===== config.mk =====
export PLATFORM = sky130hd
export DESIGN_NAME = e1ia_top
export DESIGN_NICKNAME = d
export VERILOG_FILES = /design/src/e1ia_pkg.sv /design/src/e1ia_top.sv
export VERILOG_INCLUDE_DIRS = /design/src
export SDC_FILE = /design/constraint.sdc
export NUM_CORES = 1
export LEC_CHECK = 0
export ABC_AREA = 1
export BUFFER_PORTS_ARGS = -buffer_cell sky130_fd_sc_hd__buf_2
export CORE_UTILIZATION = 56
export DETAILED_ROUTE_END_ITERATION = 7
export GPL_ROUTABILITY_DRIVEN = 0
export PLACE_DENSITY = 0.9
export SYNTH_ARGS = -nofsm -noshare
export SYNTH_HDL_FRONTEND = slang
export SYNTH_SLANG_ARGS = --single-unit
export TNS_END_PERCENT = 50

===== constraint.sdc =====
create_clock -name core_clk -period 7.1 [get_ports core_clk]
set_clock_uncertainty 0.2 [all_clocks]
set_input_delay 0.71 -clock core_clk [delete_from_list [all_inputs] [get_ports core_clk]]
set_output_delay 0.71 -clock core_clk [all_outputs]
set_load 0.01 [all_outputs]

===== src/e1ia_regs.svh =====
// Summary of operation
// - Eight categories, one vector bit each.
// - Unmasked event pulls request low, sets category.
// - Reading vector clears it and releases request.
// - Toggling acknowledge bit clears like a read.
// - Every source maskable; HDLC masks on own pages.
// - Reset masks all words except word zero.
// - Suspend bit blocks interrupts, masks kept.
// - Transmit alarm pin low suspends all interrupts.
// - Synchronisation category sets vector bit seven.
// - Alarm category sets vector bit six.
// - Counter indication category sets bit five.
// - Counter overflow category sets bit four.
// - One second category sets bit three.
// - Slip category sets bit two.
// - National use bit one, signalling bit zero.
// - National use mask word layout at 19H.
// - Mask word zero layout at 1BH.
// - Mask word one layout at 1CH.
// - Mask word two layout at 1DH.
// - Mask word three layout from bit seven.
// - HDLC mask word layout at 16H.
// - Alarm latch holds bits until read.
`ifndef E1IA_REGS_SVH
`define E1IA_REGS_SVH

// Pages of the microport.
`define E1IA_PAGE_CTRL1       5'h01
`define E1IA_PAGE_STATUS      5'h04
`define E1IA_PAGE_HDLC_A      5'h0B
`define E1IA_PAGE_HDLC_B      5'h0C

// Addresses within a page.
`define E1IA_ADDR_MODE        5'h11
`define E1IA_ADDR_VECTOR      5'h12
`define E1IA_ADDR_HDLC_MASK   5'h16
`define E1IA_ADDR_NAT_MASK    5'h19
`define E1IA_ADDR_IRQ_CTRL    5'h1A
`define E1IA_ADDR_MASK0       5'h1B
`define E1IA_ADDR_MASK1       5'h1C
`define E1IA_ADDR_MASK2       5'h1D
`define E1IA_ADDR_MASK3       5'h1E
`define E1IA_ADDR_ALARM_LATCH 5'h1B

// Control bit positions.
`define E1IA_BIT_SOFT_RESET   5
`define E1IA_BIT_SUSPEND      6
`define E1IA_BIT_ACK          5

// Category bit positions in the vector.
`define E1IA_CAT_SYNC         7
`define E1IA_CAT_ALARM        6
`define E1IA_CAT_CNT_IND      5
`define E1IA_CAT_CNT_OVF      4
`define E1IA_CAT_ONE_SEC      3
`define E1IA_CAT_SLIP         2
`define E1IA_CAT_NATIONAL     1
`define E1IA_CAT_SIGNAL       0

// Reset values and implemented bits.
`define E1IA_RST_CLEAR        8'h00
`define E1IA_RST_MASKED       8'hFF
`define E1IA_NAT_USED         8'h7F
`define E1IA_MASK3_USED       8'hFC

`endif


===== src/e1ia_pkg.sv =====
`default_nettype none
package e1ia_pkg;

    // One microport access, sampled on the clock.
    typedef struct packed {
        logic       cs;
        logic       rd;
        logic       wr;
        logic [4:0] page;
        logic [4:0] addr;
        logic [7:0] wdata;
    } e1ia_bus_req_t;

    // Event pulses from the framer, grouped in mask word order.
    typedef struct packed {
        logic [7:0]      word0;
        logic [7:0]      word1;
        logic [7:0]      word2;
        logic [5:0]      word3;
        logic [6:0]      national;
        logic [1:0][7:0] hdlc;
    } e1ia_events_t;

endpackage
`default_nettype wire


===== src/e1ia_top.sv =====
`timescale 1ns/1ns
`default_nettype none
`include "e1ia_regs.svh"

module e1ia_top (
    // Clock and reset.
    input  wire logic                   core_clk,
    input  wire logic                   reset,
    // Microport access and read data bus.
    input  wire e1ia_pkg::e1ia_bus_req_t req,
    output logic [7:0]                  rdata,
    output logic                        rdata_oe_n,
    // Event sources and the initialisation pin.
    input  wire e1ia_pkg::e1ia_events_t ev,
    input  wire logic                   transmit_alarm_pin,
    // Open-drain interrupt request, low level when enabled.
    output logic                        interrupt_request_n_out,
    output logic                        interrupt_request_n_oe_n
);

    // Mask words, a set bit masks its source.
    logic [7:0] nat_mask_r;                  // National use word.
    logic [7:0] mask0_r;                     // Word zero.
    logic [7:0] mask1_r;                     // Word one.
    logic [7:0] mask2_r;                     // Word two.
    logic [7:0] mask3_r;                     // Word three.
    logic [7:0] hdlc_mask_r [2];             // One per HDLC controller.
    // Control words.
    logic [7:0] mode_r;                      // Holds the soft reset bit.
    logic [7:0] irq_ctrl_r;                  // Suspend and acknowledge.
    // Status state.
    logic [7:0] vector_r;                    // Latched categories.
    logic [7:0] vector_nxt;                  // Next vector value.
    logic [7:0] alarm_latch_r;               // Sticky alarm record.
    logic [7:0] alarm_latch_nxt;             // Next latch value.
    logic [7:0] rdata_nxt;                   // Read multiplexer.
    // Decode and control terms.
    logic       wr_acc;                      // Write strobe taken.
    logic       rd_acc;                      // Read strobe taken.
    logic       on_ctrl;                     // Control page selected.
    logic       on_status;                   // Status page selected.
    logic       soft_rst;                    // Soft reset level.
    logic       suspend;                     // Interrupts held off.
    logic       ack_toggle;                  // Acknowledge bit flipped.
    logic       vec_read;                    // Vector is being read.
    logic       vec_clear;                   // Vector is wiped.
    // Per word unmasked hits.
    logic [7:0] w0_hit;                      // Word zero sources.
    logic [7:0] w1_hit;                      // Word one sources.
    logic [7:0] w2_hit;                      // Word two sources.
    logic [5:0] w3_hit;                      // Word three sources.
    logic [6:0] nat_hit;                     // National use sources.
    logic [1:0] hdlc_hit;                    // One per HDLC controller.
    logic [7:0] cat_hit;                     // Per category hits.
    logic [7:0] cat_set;                     // Hits let through.
    logic [7:0] alarm_ev;                    // Alarms for the latch.

    // Strobes are one-cycle pulses while the chip is selected.
    assign wr_acc    = req.cs & req.wr;
    assign rd_acc    = req.cs & req.rd;
    assign on_ctrl   = (req.page == `E1IA_PAGE_CTRL1);
    assign on_status = (req.page == `E1IA_PAGE_STATUS);

    // Soft reset acts for as long as its bit is high, like the pin.
    assign soft_rst = mode_r[`E1IA_BIT_SOFT_RESET];

    // Either the bit or a low pin holds every request off.
    assign suspend = irq_ctrl_r[`E1IA_BIT_SUSPEND]
                   | ~transmit_alarm_pin;

    // Any change of the acknowledge bit counts, either direction.
    assign ack_toggle = wr_acc & on_ctrl
                      & (req.addr == `E1IA_ADDR_IRQ_CTRL)
                      & (req.wdata[`E1IA_BIT_ACK]
                         != irq_ctrl_r[`E1IA_BIT_ACK]);

    assign vec_read  = rd_acc & on_status
                     & (req.addr == `E1IA_ADDR_VECTOR);
    assign vec_clear = vec_read | ack_toggle | soft_rst;

    // Each source is gated by its own mask bit before grouping.
    assign w0_hit  = ev.word0 & ~mask0_r;
    assign w1_hit  = ev.word1 & ~mask1_r;
    assign w2_hit  = ev.word2 & ~mask2_r;
    assign w3_hit  = ev.word3 & ~mask3_r[7:2];
    assign nat_hit = ev.national & ~nat_mask_r[6:0];

    // Group the sources into their eight categories.
    always_comb begin
        cat_hit = 8'h00;
        cat_hit[`E1IA_CAT_SYNC]     = w0_hit[7] | (|w3_hit[5:3]);
        cat_hit[`E1IA_CAT_ALARM]    = (|w0_hit[6:3]) | w2_hit[1];
        cat_hit[`E1IA_CAT_CNT_IND]  = (|w1_hit[7:1]) | w0_hit[2];
        cat_hit[`E1IA_CAT_CNT_OVF]  = w2_hit[7] | w2_hit[6]
                                    | w2_hit[4] | w2_hit[2]
                                    | w2_hit[0] | w0_hit[1];
        cat_hit[`E1IA_CAT_ONE_SEC]  = w3_hit[2] | w2_hit[5]
                                    | w3_hit[1] | w3_hit[0];
        cat_hit[`E1IA_CAT_SLIP]     = w0_hit[0] | w2_hit[3];
        cat_hit[`E1IA_CAT_NATIONAL] = (|nat_hit) | hdlc_hit[0];
        cat_hit[`E1IA_CAT_SIGNAL]   = w1_hit[0] | hdlc_hit[1];
    end

    // While suspended or in soft reset nothing reaches the vector.
    assign cat_set = (suspend | soft_rst) ? 8'h00 : cat_hit;

    // A new event in a read or acknowledge clearing cycle survives the clear.
    assign vector_nxt = (vec_clear ? 8'h00 : vector_r) | cat_set;

    // Alarm latch bits: sync, remote, AIS, AIS16, LOS, aux, Y, MF sync.
    assign alarm_ev = {ev.word0[7:3], ev.word2[1],
                       ev.word3[3], ev.word3[5]};
    assign alarm_latch_nxt =
        ((rd_acc & on_status & (req.addr == `E1IA_ADDR_ALARM_LATCH))
         ? 8'h00 : alarm_latch_r) | alarm_ev;

    // The two HDLC controllers share one structure on their own pages.
    for (genvar i = 0; i < 2; i++) begin : g_hdlc
        localparam logic [4:0] PAGE = (i == 0) ? `E1IA_PAGE_HDLC_A
                                               : `E1IA_PAGE_HDLC_B;
        // Masks every status source after reset, software opens them.
        always_ff @(posedge core_clk or posedge reset) begin
            if (reset) begin
                hdlc_mask_r[i] <= `E1IA_RST_MASKED;
            end else if (soft_rst) begin
                hdlc_mask_r[i] <= `E1IA_RST_MASKED;
            end else if (wr_acc && req.page == PAGE &&
                         req.addr == `E1IA_ADDR_HDLC_MASK) begin
                hdlc_mask_r[i] <= req.wdata;
            end
        end
        // Any unmasked HDLC source feeds that controller's category.
        assign hdlc_hit[i] = |(ev.hdlc[i] & ~hdlc_mask_r[i]);
    end

    // Mask words on the control page; soft reset forces their defaults.
    always_ff @(posedge core_clk or posedge reset) begin
        if (reset) begin
            nat_mask_r <= `E1IA_NAT_USED;
            mask0_r    <= `E1IA_RST_CLEAR;
            mask1_r    <= `E1IA_RST_MASKED;
            mask2_r    <= `E1IA_RST_MASKED;
            mask3_r    <= `E1IA_MASK3_USED;
        end else if (soft_rst) begin
            nat_mask_r <= `E1IA_NAT_USED;
            mask0_r    <= `E1IA_RST_CLEAR;
            mask1_r    <= `E1IA_RST_MASKED;
            mask2_r    <= `E1IA_RST_MASKED;
            mask3_r    <= `E1IA_MASK3_USED;
        end else if (wr_acc && on_ctrl) begin
            // Unused bits are not stored, so they read back as zero.
            case (req.addr)
                `E1IA_ADDR_NAT_MASK: begin
                    nat_mask_r <= req.wdata & `E1IA_NAT_USED;
                end
                `E1IA_ADDR_MASK0: begin
                    mask0_r <= req.wdata;
                end
                `E1IA_ADDR_MASK1: begin
                    mask1_r <= req.wdata;
                end
                `E1IA_ADDR_MASK2: begin
                    mask2_r <= req.wdata;
                end
                `E1IA_ADDR_MASK3: begin
                    mask3_r <= req.wdata & `E1IA_MASK3_USED;
                end
                default: begin
                end
            endcase
        end
    end

    // Control words stay writable in soft reset so it can be lifted.
    always_ff @(posedge core_clk or posedge reset) begin
        if (reset) begin
            mode_r     <= `E1IA_RST_CLEAR;
            irq_ctrl_r <= `E1IA_RST_CLEAR;
        end else if (wr_acc && on_ctrl) begin
            if (req.addr == `E1IA_ADDR_MODE) begin
                mode_r <= req.wdata;
            end
            if (req.addr == `E1IA_ADDR_IRQ_CTRL) begin
                irq_ctrl_r <= req.wdata;
            end
        end
    end

    // Vector and alarm latch update every cycle.
    always_ff @(posedge core_clk or posedge reset) begin
        if (reset) begin
            vector_r      <= `E1IA_RST_CLEAR;
            alarm_latch_r <= `E1IA_RST_CLEAR;
        end else begin
            vector_r      <= vector_nxt;
            alarm_latch_r <= alarm_latch_nxt;
        end
    end

    // The pin follows the next vector so it drops with the bit.
    always_ff @(posedge core_clk or posedge reset) begin
        if (reset) begin
            interrupt_request_n_out  <= 1'b0;
            interrupt_request_n_oe_n <= 1'b1;
        end else begin
            interrupt_request_n_out  <= 1'b0;
            interrupt_request_n_oe_n <= ~((|vector_nxt) & ~suspend);
        end
    end

    // Read multiplexer; unmapped addresses read as zero.
    always_comb begin
        rdata_nxt = 8'h00;
        if (on_ctrl) begin
            case (req.addr)
                `E1IA_ADDR_MODE:     rdata_nxt = mode_r;
                `E1IA_ADDR_NAT_MASK: rdata_nxt = nat_mask_r;
                `E1IA_ADDR_IRQ_CTRL: rdata_nxt = irq_ctrl_r;
                `E1IA_ADDR_MASK0:    rdata_nxt = mask0_r;
                `E1IA_ADDR_MASK1:    rdata_nxt = mask1_r;
                `E1IA_ADDR_MASK2:    rdata_nxt = mask2_r;
                `E1IA_ADDR_MASK3:    rdata_nxt = mask3_r;
                default:             rdata_nxt = 8'h00;
            endcase
        end else if (on_status) begin
            if (req.addr == `E1IA_ADDR_VECTOR) begin
                rdata_nxt = vector_r;
            end else if (req.addr == `E1IA_ADDR_ALARM_LATCH) begin
                rdata_nxt = alarm_latch_r;
            end
        end else if (req.addr == `E1IA_ADDR_HDLC_MASK) begin
            if (req.page == `E1IA_PAGE_HDLC_A) begin
                rdata_nxt = hdlc_mask_r[0];
            end else if (req.page == `E1IA_PAGE_HDLC_B) begin
                rdata_nxt = hdlc_mask_r[1];
            end
        end
    end

    // Read data is captured before the clear and driven for one cycle.
    always_ff @(posedge core_clk or posedge reset) begin
        if (reset) begin
            rdata      <= 8'h00;
            rdata_oe_n <= 1'b1;
        end else begin
            if (rd_acc) begin
                rdata <= rdata_nxt;
            end
            rdata_oe_n <= ~rd_acc;
        end
    end
endmodule // e1ia_top
`default_nettype wire


==> metrics.cfg, run 1 <==
[outcome]
outcome = completed

[hold_path]
hp-class = flop to flop

[synth]
ys.flop_type = dfrtp_1
yosysMostFrequentCell = nand2_1
synth_nets = 712
synth_edf_count = 0
ys_top_cells_by_area = dfstp_2 (25%), dfrtp_1 (24%), nand2_1 (12%)
async_reset_ff_share_pct = 100
synth_cell_types = 40
synth-seq-cells = 95
avgSynthCellArea_um2 = 7.89
yosys_warnings = 0
netlist.area_leader.share_pct = 24.6
synth.yosys.seq_area_share_pct = 48.6
synth_common_cells = nand2_1 (162), inv_1 (100), o21ai_0 (61)
yosysTopAreaCell = dfstp_2
synth_area_mm2 = 0.00501
syn_inst = 635

[clock_network]
clk_path_buf_depth = 2
cts_resized = 0
cts_hold_buf = 0
cts.clk_slew.worst_paths_ps = 80
postCtsSetupBuffers = 0
root_buffer = clkbuf_8
cts_tree = done
cts_made_buffers = 9
clock_sinks = 95
htree_levels = 3
clk_latency_ps = 370

[timing]
rsz0062_at_grt = no
slew_headroom_pct = 53.6
clock.fmax_ghz = 0.438
post-route-period-util_pct = 32.2
tightest_slew_ps = 693
finalHoldViolCount = 0
slew_violations = 0
fin_crit_ps = 2290
worst_slack_ps = 4810
tns_ps = 0
setup_viol = 0

[floorplanning]
die_y_um = 96.6
ios = 88
die_area_mm2 = 0.00933
design.core.area_mm2 = 0.00868
start_util_pct = 57.8
chipWidth_um = 96.6
fp-row-count = 34

[place]
dpl.hpwl_um = 11200
io_buffers = 86
post-place-ws_ps = 4550

[drt]
routed_wl_um = 15000
drtIter0Drc = 783
ant_nets = 0
vias = 5022
drc = 0
routed_via_density = 6.01
first_pass_iters = 6
wl_per_cell_um = 17.9

[setup_path]
crit_arrival_ps = 2370
crit_fanout = 12
start_kind = input pin
critPathKind = input pin to flop
crit_required_ps = 7180
end_kind = flop

[power]
leakage_nw = 2.90
ir_drop_uv = 87.3
p_per_area_mw_per_mm2 = 191

[grt]
grt_pass1_wl_um = 23700
grtUsageMet1_pct = 43.1
grt_use_met2_pct = 50.3
grt_pass1_vias = 4777
grt_max_degree = 55
grt_usage_pct = 32.6
met3_usage_pct = 7.66
gr-total-overflow = 0
antenna_found_initial = 0
busiest_layer = met2

[job]
maxCapViolCount = 0

[cells_and_area]
layout-drive-gt1-share_pct = 24.9
multiInputGateArea_mm2 = 0.00209
layout.nets = 799
syn_to_final_growth_pct = 14.5
fillers = 701
postLayoutCoreUtil_pct = 66.1
antenna_cells = 0
seq_area_mm2 = 0.00244

[worst max-delay path: stages]
cell	delay, ps
buf_2	120
inv_1	130
nand3_4	140
nor2_1	400
inv_1	150
o21ai_2	460
nand2_1	120
o21ai_0	130
[cells by family (layout without fill, tap and decap cells)]
logic type	count (synthesis)	in the layout	synth area share [%]
xor+xnor	1	1	0.175
buf+inv	121	213	9.79
simple gates	262	262	22.8
compound gates	155	155	18.6
flops	95	95	48.6
other cells	1	1	0.0748
[worst paths after layout]
check	start	to	slack, ps	depth (start not counted)
worst max-delay path	req[8]	mask3_r[6]$_DFFE_PP1P_	4810	8
worst min-delay path	irq_ctrl_r[4]$_DFFE_PP0P_	irq_ctrl_r[4]$_DFFE_PP0P_	300	2
worst max register to register	mode_r[5]$_DFFE_PP0P_	interrupt_request_n_oe_n$_DFF_PP1_	5150	8
worst min register to register	irq_ctrl_r[4]$_DFFE_PP0P_	irq_ctrl_r[4]$_DFFE_PP0P_	300	2
max in group asynchronous	reset	mask0_r[0]$_DFFE_PP0P_	5360	3
min in group asynchronous	reset	nat_mask_r[4]$_DFFE_PP1P_	580	2
[placed cells by master (no fill, tap or decap), types with 2 or more instances in the layout]
master / Yosys / layout
a21oi_1: 30 / 30
nor3_1: 4 / 4
inv_1: 100 / 99
o21ai_1: 15 / 15
nand2_2: 2 / 2
nor2_8: 2 / 2
o31ai_1: 3 / 3
o21ai_2: 2 / 2
o21ai_0: 61 / 61
inv_4: 2 / 2
clkinv_4: 0 / 2
o31ai_4: 2 / 2
buf_2: 4 / 86
o21ai_4: 3 / 3
nor2_4: 3 / 3
dfrtp_1: 48 / 48
a22oi_1: 5 / 5
buf_4: 5 / 2
nand4_2: 3 / 3
clkinv_2: 0 / 2
nand3_1: 17 / 17
nor2_1: 60 / 60
nand2_1: 162 / 162
nand4_1: 5 / 5
a21oi_2: 2 / 2
clkbuf_8: 0 / 10
o211ai_1: 3 / 3
o221ai_1: 2 / 2
o22ai_1: 24 / 24
dfstp_2: 47 / 47
inv_2: 6 / 6
[per-stage QoR]
stage | cell area, um^2 | hold slack [ps] | std cells | total power, W
after detailed placement | 5520 | 276 | 819 | 0.000716
after global routing | 5740 | 327 | 835 | 0.00113
after floorplan | 5010 | 253 | 635 | 0.000658
after CTS | 5740 | 295 | 835 | 0.00109
final | 5740 | 298 | 835 | 0.00109
after global placement | 5520 | 266 | 819 | 0.000710
[report_power, final]
group | internal, W | total [W] | switching [W]
registers | 0.000571 | 0.000584 | 0.0000129
logic | 0.0000426 | 0.000127 | 0.0000845
clock network | 0.000195 | 0.000383 | 0.000188
total | 0.000808 | 0.00109 | 0.000286
[routing by layer]
layer	share of wire [%]	vias up
met5	0	-
met4	6.5	0
met3	13	107
met2	44	422
met1	37	2277
li1	-	2216
[flip-flops by register name, summed over array words and instances (netlist names)]
name and cells:
mask3_r 6, interrupt_request_n_oe_n 1, mask2_r 8, vector_r 8
mode_r 8, rdata 8, rdata_oe_n 1, alarm_latch_r 8
mask1_r 8, irq_ctrl_r 8, nat_mask_r 7, hdlc_mask_r 16
mask0_r 8
[cell type report]
cell class | instances | share of cell area [%]
inverter | 109 | 7.24
sequential | 95 | 42.5
tap | 108 | 2.36
clock inverter | 4 | 0.916
clock buffer | 12 | 2.90
timing repair buffer | 88 | 7.76
multi-input combinational | 419 | 36.4
No activity file was read; power rests on OpenSTA's default activity.
==> inputs of run 2 (changes only) <==
==> constraint.sdc (replaced) <==
create_clock -name core_clk -period 2.18 [get_ports core_clk]
set_clock_uncertainty 0.2 [all_clocks]
set_input_delay 0.218 -clock core_clk [delete_from_list [all_inputs] [get_ports core_clk]]
set_output_delay 0.218 -clock core_clk [all_outputs]
set_load 0.01 [all_outputs]
==> metrics.cfg, run 2 (synthesis gave the netlist of run 1 again) <==
[cells_and_area]
layout_common_cells = nand2_1 (162), inv_1 (99), buf_2 (86)  ; unchanged
syn_to_final_growth_pct = 18.5  ; was 14.5%
fin_area_mm2 = 0.00594  ; was 0.00574 mm^2
top_register = hdlc_mask_r  ; unchanged
antenna_cells = 0  ; unchanged
largest_reg_flops = 16  ; unchanged
finalNonFillerCells = 857  ; was 835
layout-drive-gt1-share_pct = 24.7  ; was 24.9%
final_common_cell = nand2_1  ; unchanged
layout.nets = 821  ; was 799

[setup_path]
start_kind = input pin  ; unchanged
critPathKind = input pin to flop  ; unchanged
crit_required_ps = 2270  ; was 7180 ps
crit_fanout = 8  ; was 12
crit_arrival_ps = 2010  ; was 2370 ps
end_kind = flop  ; unchanged
rr_worst_depth = 10  ; was 8
cpMostUsedCell = nand2_1  ; was inv_1
path_cells = dlygate4sd3_1 > buf_2 > inv_1 > nor3_1 > o21ai_0 > nand2_1 > nor2_1 > nand2_1 > o21ai_1  ; was buf_2 > inv_1 > nand3_4 > nor2_1 > inv_1 > o21ai_2 > nand2_1 > o21ai_0
max_stage_delay_ps = 560  ; was 460 ps
ff2ff_setup_slack_ps = 340  ; was 5150 ps
rr_endpoint = interrupt_request_n_oe_n$_DFF_PP1_  ; unchanged
regToRegStartpoint = nat_mask_r[4]$_DFFE_PP1P_  ; was mode_r[5]$_DFFE_PP0P_
cp_slowest_cell = nor3_1  ; was o21ai_2

[drt]
drtIter0Drc = 462  ; was 783
drc = 0  ; unchanged
wl_per_cell_um = 17.1  ; was 17.9 um
routed_wl_um = 14700  ; was 15000 um
vias = 4885  ; was 5022
first_pass_iters = 6  ; unchanged
routed_via_density = 5.70  ; was 6.01
ant_nets = 0  ; unchanged

[timing]
finalHoldViolCount = 0  ; unchanged
slew_headroom_pct = 51.3  ; was 53.6%
fin_crit_ps = 1920
clock.fmax_ghz = 0.522
tns_ps = 0  ; unchanged
tightest_slew_ps = 725  ; was 693 ps
rsz0062_at_grt = no  ; unchanged
worst_slack_ps = 264  ; was 4810 ps
post-route-period-util_pct = 87.9
slew_violations = 0  ; unchanged
setup_viol = 0  ; unchanged

[power]
pwr-share-comb_pct = 12.5  ; was 11.6%
ir_drop_uv = 482  ; was 87.3 uV
p_seq_share_pct = 54.1  ; was 53.4%
p_per_area_mw_per_mm2 = 591  ; was 191 mW/mm^2
sw_frac_of_total_pct = 26.2  ; was 26.1%
p_int_w = 0.00259  ; was 0.000808 W
p_sw_w = 0.000918  ; was 0.000286 W
p_clk_share_pct = 33.4  ; was 35.0%
leakage_nw = 2.98  ; was 2.90 nW

[place]
place_inst = 824  ; was 819
placed_cell_area_mm2 = 0.00557  ; was 0.00552 mm^2
post-place-ws_ps = 147  ; was 4550 ps
io_buffers = 86  ; unchanged
dpl.hpwl_um = 10900  ; was 11200 um

[clock_network]
cts.clk_slew.worst_paths_ps = 90  ; was 80 ps
root_buffer = clkbuf_8  ; unchanged
cts_made_buffers = 9  ; unchanged
clk_path_buf_depth = 2  ; unchanged
cts_tree = done  ; unchanged
clock_sinks = 95  ; unchanged
htree_levels = 3  ; unchanged
clk_latency_ps = 360  ; was 370 ps
postCtsSetupBuffers = 0  ; unchanged

[grt]
grtUsageMet1_pct = 43.6  ; was 43.1%
grt_use_met2_pct = 51.5  ; was 50.3%
grt_pass1_vias = 4660  ; was 4777
busiest_layer = met2  ; unchanged
grt_usage_pct = 32.4  ; was 32.6%
grt_pass1_wl_um = 23400  ; was 23700 um
antenna_found_initial = 0  ; unchanged
met3_usage_pct = 6.72  ; was 7.66%
gr-total-overflow = 0  ; unchanged
grt_max_degree = 96  ; was 55

[hold_path]
worstHoldStart = req[19]  ; was irq_ctrl_r[4]$_DFFE_PP0P_
hp-class = input pin to flop  ; was flop to flop
hold_depth = 2  ; unchanged
hold_path_end = rdata_oe_n$_DFF_PP1_  ; was irq_ctrl_r[4]$_DFFE_PP0P_

[floorplanning]
chipWidth_um = 96.6  ; unchanged
start_util_pct = 57.8  ; unchanged
die_area_mm2 = 0.00933  ; unchanged
die_y_um = 96.6  ; unchanged
fp-row-count = 34  ; unchanged
design.core.area_mm2 = 0.00868  ; unchanged
ios = 88  ; unchanged

[outcome]
outcome = completed  ; unchanged

[job]
maxCapViolCount = 0  ; unchanged

-- run 2: what timing repair did --
item / in CTS / in global routing
hold buffers: 17 / 0
hold endpoints to repair: 72 / 0
resized for setup: 0 / 0
-- run 2: area by class of cell --
class | count | area [um^2]
sequential | 95 | 2440
multi-input combinational | 419 | 2090
clock buffer | 12 | 145
clock inverter | 4 | 55.1
inverter | 109 | 418
fill | 724 | 2740
timing repair buffer | 110 | 666
tap | 108 | 135
-- run 2: worst max path at each step --
stage	slack, ps	depth (start not counted)	from	endpoint
6_report	260	9	transmit_alarm_pin	interrupt_request_n_oe_n$_DFF_PP1_
5_1_grt	80	9	transmit_alarm_pin	interrupt_request_n_oe_n$_DFF_PP1_
4_1_cts	340	9	transmit_alarm_pin	interrupt_request_n_oe_n$_DFF_PP1_
3_5_place_dp	150	10	req[17]	mask3_r[5]$_DFFE_PP1P_
3_3_place_gp	280	10	req[17]	mask3_r[7]$_DFFE_PP1P_
2_1_floorplan	530	7	mode_r[5]$_DFFE_PP0P_	interrupt_request_n_oe_n$_DFF_PP1_
-- run 2: layer usage --
layer | routed length, um | vias to the layer above
li1 | - | 2259
met1 | 5740 | 2260
met2 | 6760 | 320
met3 | 1650 | 46
met4 | 538 | 0
met5 | 0 | -
-- run 2: through the flow --
stage          util [%]  power, W  hold WS (ps)
5_1_grt            68.5   0.00366          31.6
3_3_place_gp       64.2   0.00232           189
3_5_place_dp       64.2   0.00233           205
6_report           68.5   0.00351          28.6
2_1_floorplan         -   0.00214           131
4_1_cts            68.5   0.00351          15.8
-- run 2: power by group through the flow --
stage	combinational, W	clock (W)	sequential, W
after detailed placement	0.000406	0	0.00193
final	0.000439	0.00117	0.00190
after CTS	0.000432	0.00118	0.00190
after floorplan	0.000221	0	0.00192
after global placement	0.000392	0	0.00192
after global routing	0.000482	0.00128	0.00190
-- run 2: critical path: cells and delay by family --
kind | cells | cell delay, ps
AND/OR/NAND/NOR | 4 | 820
AO/OA/AOI/OAI | 2 | 280
buffers and inverters | 3 | 700
